`src/pkg/gpz_regs.svh`:
```
// Register offsets, field positions and reset values of the eight-pin port
`ifndef GPZ_REGS_SVH
`define GPZ_REGS_SVH

`define GPZ_ADDR_W           4
`define GPZ_DATA_W           8
`define GPZ_PINS             8

`define GPZ_OFF_LATCH        4'h0
`define GPZ_OFF_DIR          4'h1
`define GPZ_OFF_AIDR         4'h2
`define GPZ_OFF_CTRL         4'h3
`define GPZ_OFF_PANEL        4'h4

`define GPZ_CTRL_FLOAT_BIT   0
`define GPZ_CTRL_PANEL_BIT   1
`define GPZ_CTRL_MASK        8'h03

`define GPZ_SEG_PIN_MASK     8'hfe

`define GPZ_RST_LATCH        8'h00
`define GPZ_RST_DIR          8'h00
`define GPZ_RST_AIDR         8'h00
`define GPZ_RST_CTRL         8'h00
`define GPZ_RST_PANEL        8'h00
`define GPZ_RST_RDATA        8'h00

`endif

```
`src/pkg/gpz_pkg.sv`:
```
// Types shared by the port modules
package gpz_pkg;

   typedef enum logic [1:0] {
      GPZ_RUN   = 2'b00,
      GPZ_HOLD  = 2'b01,
      GPZ_FLOAT = 2'b10
   } gpz_standby_e;

endpackage

```
`src/rtl/gpz_sync.sv`:
```
// Two-stage synchroniser for the pin levels
`timescale 1ns/1ns
module gpz_sync #(
   parameter int WIDTH = 8
) (
   input  wire logic             mclk_in,
   input  wire logic             rst_n_in,
   input  wire logic [WIDTH-1:0] async_in,
   output logic      [WIDTH-1:0] sync_out
);

   logic [WIDTH-1:0] stage_one;

   always_ff @(posedge mclk_in or negedge rst_n_in) begin
      if (!rst_n_in) begin
         stage_one <= '0;
         sync_out  <= '0;
      end else begin
         stage_one <= async_in;
         sync_out  <= stage_one;
      end
   end

endmodule

```
`src/rtl/gpz_pin_mux.sv`:
```
// Per-pin choice of driver: port latch, peripheral, segment drive or float
`timescale 1ns/1ns
module gpz_pin_mux #(
   parameter int WIDTH = 8
) (
   input  wire logic [WIDTH-1:0] latch_in,
   input  wire logic [WIDTH-1:0] dir_in,
   input  wire logic [WIDTH-1:0] periph_oe_in,
   input  wire logic [WIDTH-1:0] periph_out_in,
   input  wire logic [WIDTH-1:0] seg_en_in,
   input  wire logic             float_in,
   output logic      [WIDTH-1:0] drv_out_out,
   output logic      [WIDTH-1:0] drv_oe_out
);

   always_comb begin
      // Segment drive takes the pin away from the port
      drv_oe_out  = (periph_oe_in | dir_in) & ~seg_en_in & {WIDTH{~float_in}};
      // Peripheral wins over the latch when its output is enabled
      drv_out_out = (periph_oe_in & periph_out_in) | (~periph_oe_in & latch_in);
   end

endmodule

```
`src/rtl/gpz_port.sv`:
```
// Eight-pin shared general-purpose port: registers, pin drive, input gating
//
// The strobed register port and the placing of the registers are this design's own decisions.
`timescale 1ns/1ns
`include "gpz_regs.svh"

module gpz_port #(
   parameter int PINS = `GPZ_PINS
) (
   input  wire logic                   mclk_in,
   input  wire logic                   rst_n_in,
   input  wire logic [`GPZ_ADDR_W-1:0] reg_addr_in,
   input  wire logic [`GPZ_DATA_W-1:0] reg_wdata_in,
   input  wire logic                   reg_wr_in,
   input  wire logic                   reg_rd_in,
   input  wire logic                   reg_rmw_in,
   output logic      [`GPZ_DATA_W-1:0] reg_rdata_out,
   input  wire logic [PINS-1:0]        pin_in,
   output logic      [PINS-1:0]        pin_out,
   output logic      [PINS-1:0]        pin_oe_out,
   input  wire logic [PINS-1:0]        periph_oe_in,
   input  wire logic [PINS-1:0]        periph_out_in,
   input  wire logic [PINS-1:0]        ext_irq_en_in,
   input  wire logic                   standby_req_in,
   output logic      [PINS-1:0]        digital_in_out,
   output logic      [PINS-1:0]        ext_irq_level_out,
   output logic      [PINS-1:0]        analog_en_out,
   output logic      [PINS-1:0]        seg_en_out
);

   logic [PINS-1:0]        port_output_latch;
   logic [PINS-1:0]        port_direction;
   logic [PINS-1:0]        analog_input_disable_low;
   logic [`GPZ_DATA_W-1:0] ctrl;
   logic [PINS-1:0]        panel_drive_select;
   logic [PINS-1:0]        pin_sync;
   logic [PINS-1:0]        next_drv_out;
   logic [PINS-1:0]        next_drv_oe;
   logic [PINS-1:0]        seg_en;
   logic [PINS-1:0]        blocked;
   logic [PINS-1:0]        din_level;
   logic [PINS-1:0]        latch_view;
   logic [`GPZ_DATA_W-1:0] next_rdata;
   logic                   standby_pin_float;
   logic                   panel_port_input_control;
   gpz_pkg::gpz_standby_e  state_q;
   gpz_pkg::gpz_standby_e  next_state;

   function automatic logic reg_hit(input logic [`GPZ_ADDR_W-1:0] addr,
                                    input logic [`GPZ_ADDR_W-1:0] off);
      reg_hit = (addr == off);
   endfunction

   function automatic logic [`GPZ_DATA_W-1:0] widen(input logic [PINS-1:0] v);
      widen = `GPZ_DATA_W'(v);
   endfunction

   assign standby_pin_float        = ctrl[`GPZ_CTRL_FLOAT_BIT];
   assign panel_port_input_control = ctrl[`GPZ_CTRL_PANEL_BIT];

   gpz_sync #(
      .WIDTH (PINS)
   ) u_sync (
      .mclk_in  (mclk_in),
      .rst_n_in (rst_n_in),
      .async_in (pin_in),
      .sync_out (pin_sync)
   );

   // Latch keeps its value whatever the direction; direction gates the driver and the latch read, not the latch
   always_ff @(posedge mclk_in or negedge rst_n_in) begin
      if (!rst_n_in) begin
         port_output_latch <= PINS'(`GPZ_RST_LATCH);
      end else if (reg_wr_in && reg_hit(reg_addr_in, `GPZ_OFF_LATCH)) begin
         port_output_latch <= reg_wdata_in[PINS-1:0];
      end
   end

   always_ff @(posedge mclk_in or negedge rst_n_in) begin
      if (!rst_n_in) begin
         port_direction <= PINS'(`GPZ_RST_DIR);
      end else if (reg_wr_in && reg_hit(reg_addr_in, `GPZ_OFF_DIR)) begin
         port_direction <= reg_wdata_in[PINS-1:0];
      end
   end

   always_ff @(posedge mclk_in or negedge rst_n_in) begin
      if (!rst_n_in) begin
         analog_input_disable_low <= PINS'(`GPZ_RST_AIDR);
      end else if (reg_wr_in && reg_hit(reg_addr_in, `GPZ_OFF_AIDR)) begin
         analog_input_disable_low <= reg_wdata_in[PINS-1:0];
      end
   end

   always_ff @(posedge mclk_in or negedge rst_n_in) begin
      if (!rst_n_in) begin
         ctrl <= `GPZ_RST_CTRL;
      end else if (reg_wr_in && reg_hit(reg_addr_in, `GPZ_OFF_CTRL)) begin
         ctrl <= reg_wdata_in & `GPZ_CTRL_MASK;
      end
   end

   // Pin 0 has no segment function, so its select bit is stuck at zero
   always_ff @(posedge mclk_in or negedge rst_n_in) begin
      if (!rst_n_in) begin
         panel_drive_select <= PINS'(`GPZ_RST_PANEL);
      end else if (reg_wr_in && reg_hit(reg_addr_in, `GPZ_OFF_PANEL)) begin
         panel_drive_select <= reg_wdata_in[PINS-1:0] & PINS'(`GPZ_SEG_PIN_MASK);
      end
   end

   // Segment drive only once the input control bit confirms the selection
   assign seg_en = panel_drive_select & {PINS{panel_port_input_control}};

   // Float mode chosen at standby entry and kept until standby ends
   always_comb begin
      next_state = state_q;
      unique case (state_q)
         gpz_pkg::GPZ_RUN: begin
            if (standby_req_in) begin
               next_state = standby_pin_float ? gpz_pkg::GPZ_FLOAT : gpz_pkg::GPZ_HOLD;
            end
         end
         gpz_pkg::GPZ_HOLD,
         gpz_pkg::GPZ_FLOAT: begin
            if (!standby_req_in) begin
               next_state = gpz_pkg::GPZ_RUN;
            end
         end
         default: begin
            next_state = gpz_pkg::GPZ_RUN;
         end
      endcase
   end

   always_ff @(posedge mclk_in or negedge rst_n_in) begin
      if (!rst_n_in) begin
         state_q <= gpz_pkg::GPZ_RUN;
      end else begin
         state_q <= next_state;
      end
   end

   gpz_pin_mux #(
      .WIDTH (PINS)
   ) u_mux (
      .latch_in      (port_output_latch),
      .dir_in        (port_direction),
      .periph_oe_in  (periph_oe_in),
      .periph_out_in (periph_out_in),
      .seg_en_in     (seg_en),
      .float_in      (state_q == gpz_pkg::GPZ_FLOAT),
      .drv_out_out   (next_drv_out),
      .drv_oe_out    (next_drv_oe)
   );

   // Hold state freezes the pads so levels survive the standby
   always_ff @(posedge mclk_in or negedge rst_n_in) begin
      if (!rst_n_in) begin
         pin_out    <= '0;
         pin_oe_out <= '0;
      end else if (state_q != gpz_pkg::GPZ_HOLD) begin
         pin_out    <= next_drv_out;
         pin_oe_out <= next_drv_oe;
      end
   end

   // Input forced low in float mode to stop leakage, unless the interrupt needs it
   assign blocked   = {PINS{state_q == gpz_pkg::GPZ_FLOAT}} & ~ext_irq_en_in;
   assign din_level = pin_sync & analog_input_disable_low & ~blocked;

   always_ff @(posedge mclk_in or negedge rst_n_in) begin
      if (!rst_n_in) begin
         digital_in_out    <= '0;
         ext_irq_level_out <= '0;
         analog_en_out     <= '0;
         seg_en_out        <= '0;
      end else begin
         digital_in_out    <= din_level;
         ext_irq_level_out <= pin_sync & ~blocked;
         analog_en_out     <= ~port_direction & ~analog_input_disable_low;
         seg_en_out        <= seg_en & ~port_direction;
      end
   end

   // Latch seen for output-port pins and for every read-modify-write read
   assign latch_view = (port_direction & ~periph_oe_in & ~seg_en) | {PINS{reg_rmw_in}};

   always_comb begin
      next_rdata = '0;
      if (reg_rd_in) begin
         unique case (reg_addr_in)
            `GPZ_OFF_LATCH: begin
               next_rdata = widen((latch_view & port_output_latch) |
                                  (~latch_view & din_level));
            end
            `GPZ_OFF_DIR:   next_rdata = widen(port_direction);
            `GPZ_OFF_AIDR:  next_rdata = widen(analog_input_disable_low);
            `GPZ_OFF_CTRL:  next_rdata = ctrl;
            `GPZ_OFF_PANEL: next_rdata = widen(panel_drive_select);
            default:        next_rdata = '0;
         endcase
      end
   end

   // Read data stand for exactly one cycle after the strobe
   always_ff @(posedge mclk_in or negedge rst_n_in) begin
      if (!rst_n_in) begin
         reg_rdata_out <= `GPZ_RST_RDATA;
      end else begin
         reg_rdata_out <= next_rdata;
      end
   end

   // Checks
   logic first_q;

   always_ff @(posedge mclk_in or negedge rst_n_in) begin
      if (!rst_n_in) begin
         first_q <= 1'b1;
      end else begin
         first_q <= 1'b0;
      end
   end

   logic [PINS-1:0] port_drv;
   assign port_drv = port_direction & ~periph_oe_in & ~seg_en;
endmodule

```
`config.mk`:
```
export PLATFORM = sky130hd
export DESIGN_NAME = gpz_port
export DESIGN_NICKNAME = d
export VERILOG_FILES = /design/src/pkg/gpz_pkg.sv /design/src/rtl/gpz_sync.sv /design/src/rtl/gpz_pin_mux.sv /design/src/rtl/gpz_port.sv
export VERILOG_INCLUDE_DIRS = /design/src /design/src/pkg
export SDC_FILE = /design/constraint.sdc
export NUM_CORES = 1
export LEC_CHECK = 0
export ABC_AREA = 1
export BUFFER_PORTS_ARGS = -buffer_cell sky130_fd_sc_hd__buf_2
export CAP_MARGIN = 10
export CELL_PAD_IN_SITES_DETAIL_PLACEMENT = 0
export CELL_PAD_IN_SITES_GLOBAL_PLACEMENT = 1
export CORE_MARGIN = 5
export CORE_UTILIZATION = 40
export CTS_CLUSTER_DIAMETER = 80
export DETAILED_ROUTE_END_ITERATION = 8
export GPL_ROUTABILITY_DRIVEN = 0
export PLACE_DENSITY = 0.84
export SLEW_MARGIN = 20
export SYNTH_ARGS = -nofsm -noshare
export SYNTH_HDL_FRONTEND = slang
export SYNTH_SLANG_ARGS = --single-unit
```
`constraint.sdc`:
```
create_clock -name mclk_in -period 1.8 [get_ports mclk_in]
set_input_delay 0.27 -clock mclk_in [delete_from_list [all_inputs] [get_ports mclk_in]]
set_output_delay 0.27 -clock mclk_in [all_outputs]
set_load 0.005 [all_outputs]
```
## After elaboration in Yosys (flattened, before gate mapping)

Cells that the tools add are included.

| cells by class | value |
|---|---|
| order comparisons | 0 |
| multiply operators | 0 |
| bitwise logic cells | 27 |
| reduce and logical (&&, ||, !) cells | 9 |
| add/subtract/negate cells | 0 |
| mux-type cells | 6 |
| div/mod/pow operators | 0 |
| shifts and indexed selects | 0 |
| equality and inequality tests | 9 |

Operators with widths:

| operator | count |
|---|---|
| 8-bit AND | 15 |
| 8-bit inverter | 7 |
| 8-bit case mux with 5 select lines | 1 |
| 8-bit OR | 4 |
| 4-bit by 2-bit equality test with 1-bit output, second input constant | 2 |
| 8-bit 2-to-1 mux | 1 |
| 2-bit 2-to-1 mux | 3 |
| 1-bit logical AND | 5 |
| 4-bit by 1-bit equality test with 1-bit output, second input constant | 1 |
| 4-bit by 3-bit equality test with 1-bit output, second input constant | 1 |
| 4-bit zero test | 1 |
| 2-bit inequality test, second input constant | 2 |
| 2-bit case mux with 2 select lines | 1 |
| 2-bit by 1-bit equality test with 1-bit output, second input constant | 1 |
| 2-bit equality test, second input constant | 1 |
| 2-bit zero test | 1 |
| 2-bit by 1-bit inequality test with 1-bit output, second input constant | 1 |
| 2-bit AND reduction | 1 |
| 2-bit OR reduction | 1 |
| 1-bit inverter | 1 |

| word-level totals | value |
|---|---|
| memories | 0 |
| register bits after elaboration | 107 |
| bits in read-only memories | 0 |
| bits in latches | 0 |
| RAM bits | 0 |
| input port bits | 50 |

## Logic depth before layout (Yosys ltp)

| logic depth | value |
|---|---|
| depth in word-level cells | 9 |
| gate-level depth with buffers | 8 |
| gate-level depth less buffers | 7 |

## Cells and area by module

Synthesis repeated with hierarchy kept, for this count alone.

| unflattened totals | value |
|---|---|
| cell total of the unflattened synthesis | 504 |
| area total of the unflattened synthesis | 4645.7 µm² |

Modules (own cells, without submodules):

| module | sequential area each (µm²) | times used | area an instance (µm²) | cells each |
|---|---|---|---|---|
| gpz_port | 2252.2 | 1 | 4001.3 | 423 |
| gpz_sync | 400.4 | 1 | 400.4 | 16 |
| gpz_pin_mux | 0.0 | 1 | 244.0 | 65 |

## Least setup slack after synthesis

OpenSTA, ideal clock, no wires.

| timing | value |
|---|---|
| path kind | register to register |
| from | register state_q[0] |
| to | register reg_rdata_out[5] |
| buffers on the path | 1 |
| arrival time | 1.203 ns |
| period minus slack after synthesis | 1.330 ns |
| setup time | 0.127 ns |
| cell stages (with the launch flop) | 9 |
| path slack | 0.470 ns |
| cell sequence | dfrtp_1 inv_1 ha_1 buf_2 nand2_1 nand2_1 nand3_1 nand3_1 a21oi_1 |

| on the way | value |
|---|---|
| cells in the longest elaborated chain, start to end | 8 |

RTL lines:

| what | line | RTL |
|---|---|---|
| start: declaration | gpz_port.sv:46 | `gpz_pkg::gpz_standby_e state_q;` |
| start signal: assignment | gpz_port.sv:138 | `state_q <= gpz_pkg::GPZ_RUN;` |
| start signal: assignment | gpz_port.sv:140 | `state_q <= next_state;` |
| 2-bit equality test | gpz_port.sv:169 | `assign blocked = {PINS{state_q == gpz_pkg::GPZ_FLOAT}} & ~ext_irq_en_in;` |
| 8-bit AND | gpz_port.sv:169 |  |
| 8-bit inverter | gpz_port.sv:170 | `assign din_level = pin_sync & analog_input_disable_low & ~blocked;` |
| 8-bit AND | gpz_port.sv:170 |  |
| 8-bit AND | gpz_port.sv:195 | `(~latch_view & din_level));` |
| 8-bit OR | gpz_port.sv:194 | `next_rdata = widen((latch_view & port_output_latch) \|` |
| 8-bit case mux with 5 select lines | gpz_port.sv:192 | `unique case (reg_addr_in)` |
| 8-bit 2-to-1 mux | gpz_port.sv:191 | `if (reg_rd_in) begin` |
| via next_rdata[5] | gpz_port.sv:43 | `` logic [`GPZ_DATA_W-1:0] next_rdata; `` |
| end signal: assignment | gpz_port.sv:209 | `` reg_rdata_out <= `GPZ_RST_RDATA; `` |
| end signal: assignment | gpz_port.sv:211 | `reg_rdata_out <= next_rdata;` |
| end: declaration | gpz_port.sv:17 | `` output logic [`GPZ_DATA_W-1:0] reg_rdata_out, `` |

The timed path passes the listed nets, and every way through them passes these cells.
A chain may end at the register's enable or synchronous reset.

## Final worst setup path

| timing | value |
|---|---|
| from | register state_q[0] |
| to | register reg_rdata_out[2] |

The elaborated chain is that of the path after synthesis.

==> flow_metrics.py <==
metrics = {
    "power_and_ir_drop": {
        "clock_power_share_pct": 22.3,
        "p_comb_share_pct": 25.5,
        "p_seq_share_pct": 52.2,
        "p_switching_mw": 2.03,
        "p_leak_nw": 2.89,
        "peakVddDrop_uv": 556,
        "p_int_mw": 4.14,
        "swShare_pct": 32.9,
        "powerDensity_nw_per_um2": 1140,
    },
    "clocking": {
        "cts_buffer_depth": 2,
        "clock_latency_ns": 0.37,
        "cts_tree": "yes",
        "cts.sinks": 106,
        "h-tree-depth": 3,
        "ctsResizeCount": 0,
        "cts_inserted_buffers": 9,
        "cts-root-buf": "clkbuf_8",
        "clkTransAtPathRegs_ns": 0.10,
    },
    "routing": {
        "first_pass_iters": 4,
        "vias_per_cell": 4.71,
        "totalWireLength_um": 10900,
        "wl_per_cell_um": 14.8,
        "dr.first_iter.drc_count": 202,
        "vias": 3474,
        "ant_nets": 0,
        "drc_errors": 0,
    },
    "die": {
        "die_w_um": 116,
        "rows": 38,
        "die_area_um2": 13400,
        "ios": 106,
        "die_y_um": 116,
        "core_area_um2": 10900,
        "start_util_pct": 41.0,
    },
    "status": {
        "status": "completed",
    },
    "timing": {
        "fin_hold_ws_ns": 0.0316,
        "fin_setup_tns_ns": 0,
        "finalCritPeriodShare_pct": 80.6,
        "post-route-min-period_ns": 1.45,
        "max_freq_ghz": 0.689,
        "slew_viol_final": 0,
        "setup_viol": 0,
        "hold_viol": 0,
        "rsz0062_at_grt": "false",
        "skew_ns": 0.0133,
    },
    "critical_path": {
        "cp_slowest_stage_delay_ns": 0.39,
        "arrival_ns": 1.68,
        "cp_slowest_cell": "dfrtp_1",
        "path_cells": "inv_1 > ha_1 > buf_4 > nand2_1 > nand2_1 > nand3_1 > nand3_1 > a21oi_1",
        "path_max_fanout": 11,
        "path_class": "flip-flop to flip-flop",
        "cp.required_ns": 2.03,
        "end_kind": "flip-flop",
        "path_buf_inv": 2,
        "start_kind": "flip-flop",
        "crit_family": "flip-flops",
    },
    "synthesis": {
        "syn_nets": 526,
        "synth_cells": 473,
        "ys_warn_count": 0,
        "ys_types": 30,
        "ys_seq_area_share_pct": 59.4,
        "synth_seq_cells": 106,
        "syn_area_per_cell_um2": 9.45,
        "syn_area_um2": 4470,
    },
    "global_route": {
        "grt_max_degree": 70,
        "grt_pass1_wl_um": 17600,
        "grt_overflow": 0,
        "first_global_vias": 3448,
        "antenna_found_initial": 1,
        "grt_use_total_pct": 17.0,
    },
    "finish": {
        "drive_gt1_share_pct": 27.1,
        "diodes": 0,
        "layout.nets": 646,
        "syn_to_final_growth_pct": 21.1,
        "final_area_um2": 5410,
    },
    "placed_design": {
        "io_buffers": 104,
        "dpl_cell_area_um2": 5150,
        "dp_hpwl_um": 7970,
    },
    "hold_path": {
        "min_path_type": "input pin to flip-flop",
    },
    "job": {
        "cap_viol_max_count": 0,
    },
}
==> power by group through the flow <==
stage                     logic (mW)  registers [mW]  clock network [mW]
after floorplan                0.848            3.21                   0
after CTS                       1.61            3.23                1.42
final                           1.57            3.22                1.37
after detailed placement        1.59            3.27                   0
after global placement          1.56            3.26                   0
after global routing            1.80            3.29                1.50
==> cells in the final DEF (no fill, tap or decap), drive strengths merged <==
master / count
inv: 65
o21ai: 43
or2: 1
clkbuf: 13
nor2: 45
conb: 1
nand3: 46
nand2: 109
o31ai: 6
mux2i: 1
o21a: 1
ha: 3
a21oi: 24
and2: 9
clkinvlp: 2
clkinv: 1
dlygate4sd3: 8
buf: 114
dfrtp: 106
==> area by class of cell <==
type                            count  area [um2]
Clock buffer                       13         159
Clock inverter                      3        23.8
Fill cell                        1037        5480
Inverter                           65         244
Multi-Input combinational cell    289        1460
Sequential cell                   106        2650
Tap cell                          140         175
Timing Repair Buffer              122         691
==> kinds of logic (layout without fill, tap and decap cells) <==
| family | count (synthesis) | in the layout | synth area share (%) |
|---|---|---|---|
| buffers and inverters | 78 | 203 | 7.87 |
| flip-flops | 106 | 106 | 59.4 |
| adder cells (fa/ha/maj) | 3 | 3 | 0.840 |
| multiplexers | 1 | 1 | 0.224 |
| AND/OR/NAND/NOR | 210 | 210 | 21.1 |
| other | 1 | 1 | 0.0839 |
| AO/OA/AOI/OAI | 74 | 74 | 10.5 |
==> routing by layer <==
metal  up-vias  global-route usage [%]  part of all wire [%]
met3        15                    5.12                   7.4
met5         -                       0                  0.12
li1       1724                       -                     -
met2        95                    27.3                    46
met1      1638                    22.8                    45
met4         2                    4.02                   1.1
==> path summary, 6_finish.rpt <==
kind                       depth (start not counted)                   end                 from  slack [ns]
setup / recovery                                   8      reg_rdata_out[2]           state_q[0]        0.35
hold / removal                                     1   u_sync.stage_one[6]            pin_in[6]        0.03
setup reg to reg                                   8      reg_rdata_out[2]           state_q[0]        0.35
hold reg to reg                                    0    u_sync.sync_out[0]  u_sync.stage_one[0]        0.36
max in group asynchronous                          3   u_sync.stage_one[5]             rst_n_in        0.92
min in group asynchronous                          2  ext_irq_level_out[4]             rst_n_in        0.27
==> stage by stage <==
stage	utilization [%]	cells	setup WS (ns)	power, mW
floorplan	-	473	0.470	4.06
global placement	47.3	714	0.374	4.81
detailed placement	47.3	714	0.343	4.86
CTS	49.6	737	0.325	6.25
global route	49.7	738	0.190	6.59
finish	49.7	738	0.348	6.17
==> synthesized netlist by cell type <==
library cell,n,area [um2]
buf_6,5,56.3
and2_1,8,50.1
o21ai_1,2,10.0
o21a_1,1,7.51
a21oi_1,24,120
dfrtp_1,106,2650
nand3_2,1,10.0
conb_1,1,3.75
buf_1,1,3.75
nand3_4,1,17.5
nand2_2,1,6.26
ha_1,3,37.5
and2_4,1,8.76
nand2_1,107,402
nand2_8,1,20.0
nor2_1,40,150
o31ai_1,6,45.0
inv_1,64,240
clkbuf_1,2,7.51
buf_8,1,15.0
mux2i_1,1,10.0
buf_2,2,10.0
or2_2,1,6.26
inv_2,1,3.75
nand3_1,44,220
o21ai_0,19,95.1
buf_4,2,15.0
o21ai_2,22,193
nor2_4,4,45.0
nor2_2,1,6.26
==> registers in the layout, indices dropped and copies added (netlist names) <==
signal                    count
seg_en_out                    7
u_sync.stage_one              8
u_sync.sync_out               8
port_output_latch             8
pin_out                       8
ext_irq_level_out             8
analog_input_disable_low      8
panel_drive_select            7
analog_en_out                 8
state_q                       2
reg_rdata_out                 8
port_direction                8
digital_in_out                8
ctrl                          2
pin_oe_out                    8
==> repair_timing <==
action	4_1_cts	5_1_grt
hold endpoints to repair	16	1
hold buffers	7	1
setup buffers	0	0
==> worst reg2reg max path: stages (launching register included) <==
cell,delay [ns]
dfrtp_1,0.39
inv_1,0.10
ha_1,0.18
buf_4,0.20
nand2_1,0.09
nand2_1,0.10
nand3_1,0.08
nand3_1,0.11
a21oi_1,0.08
Note: power is estimated with default switching activity, not from simulation.
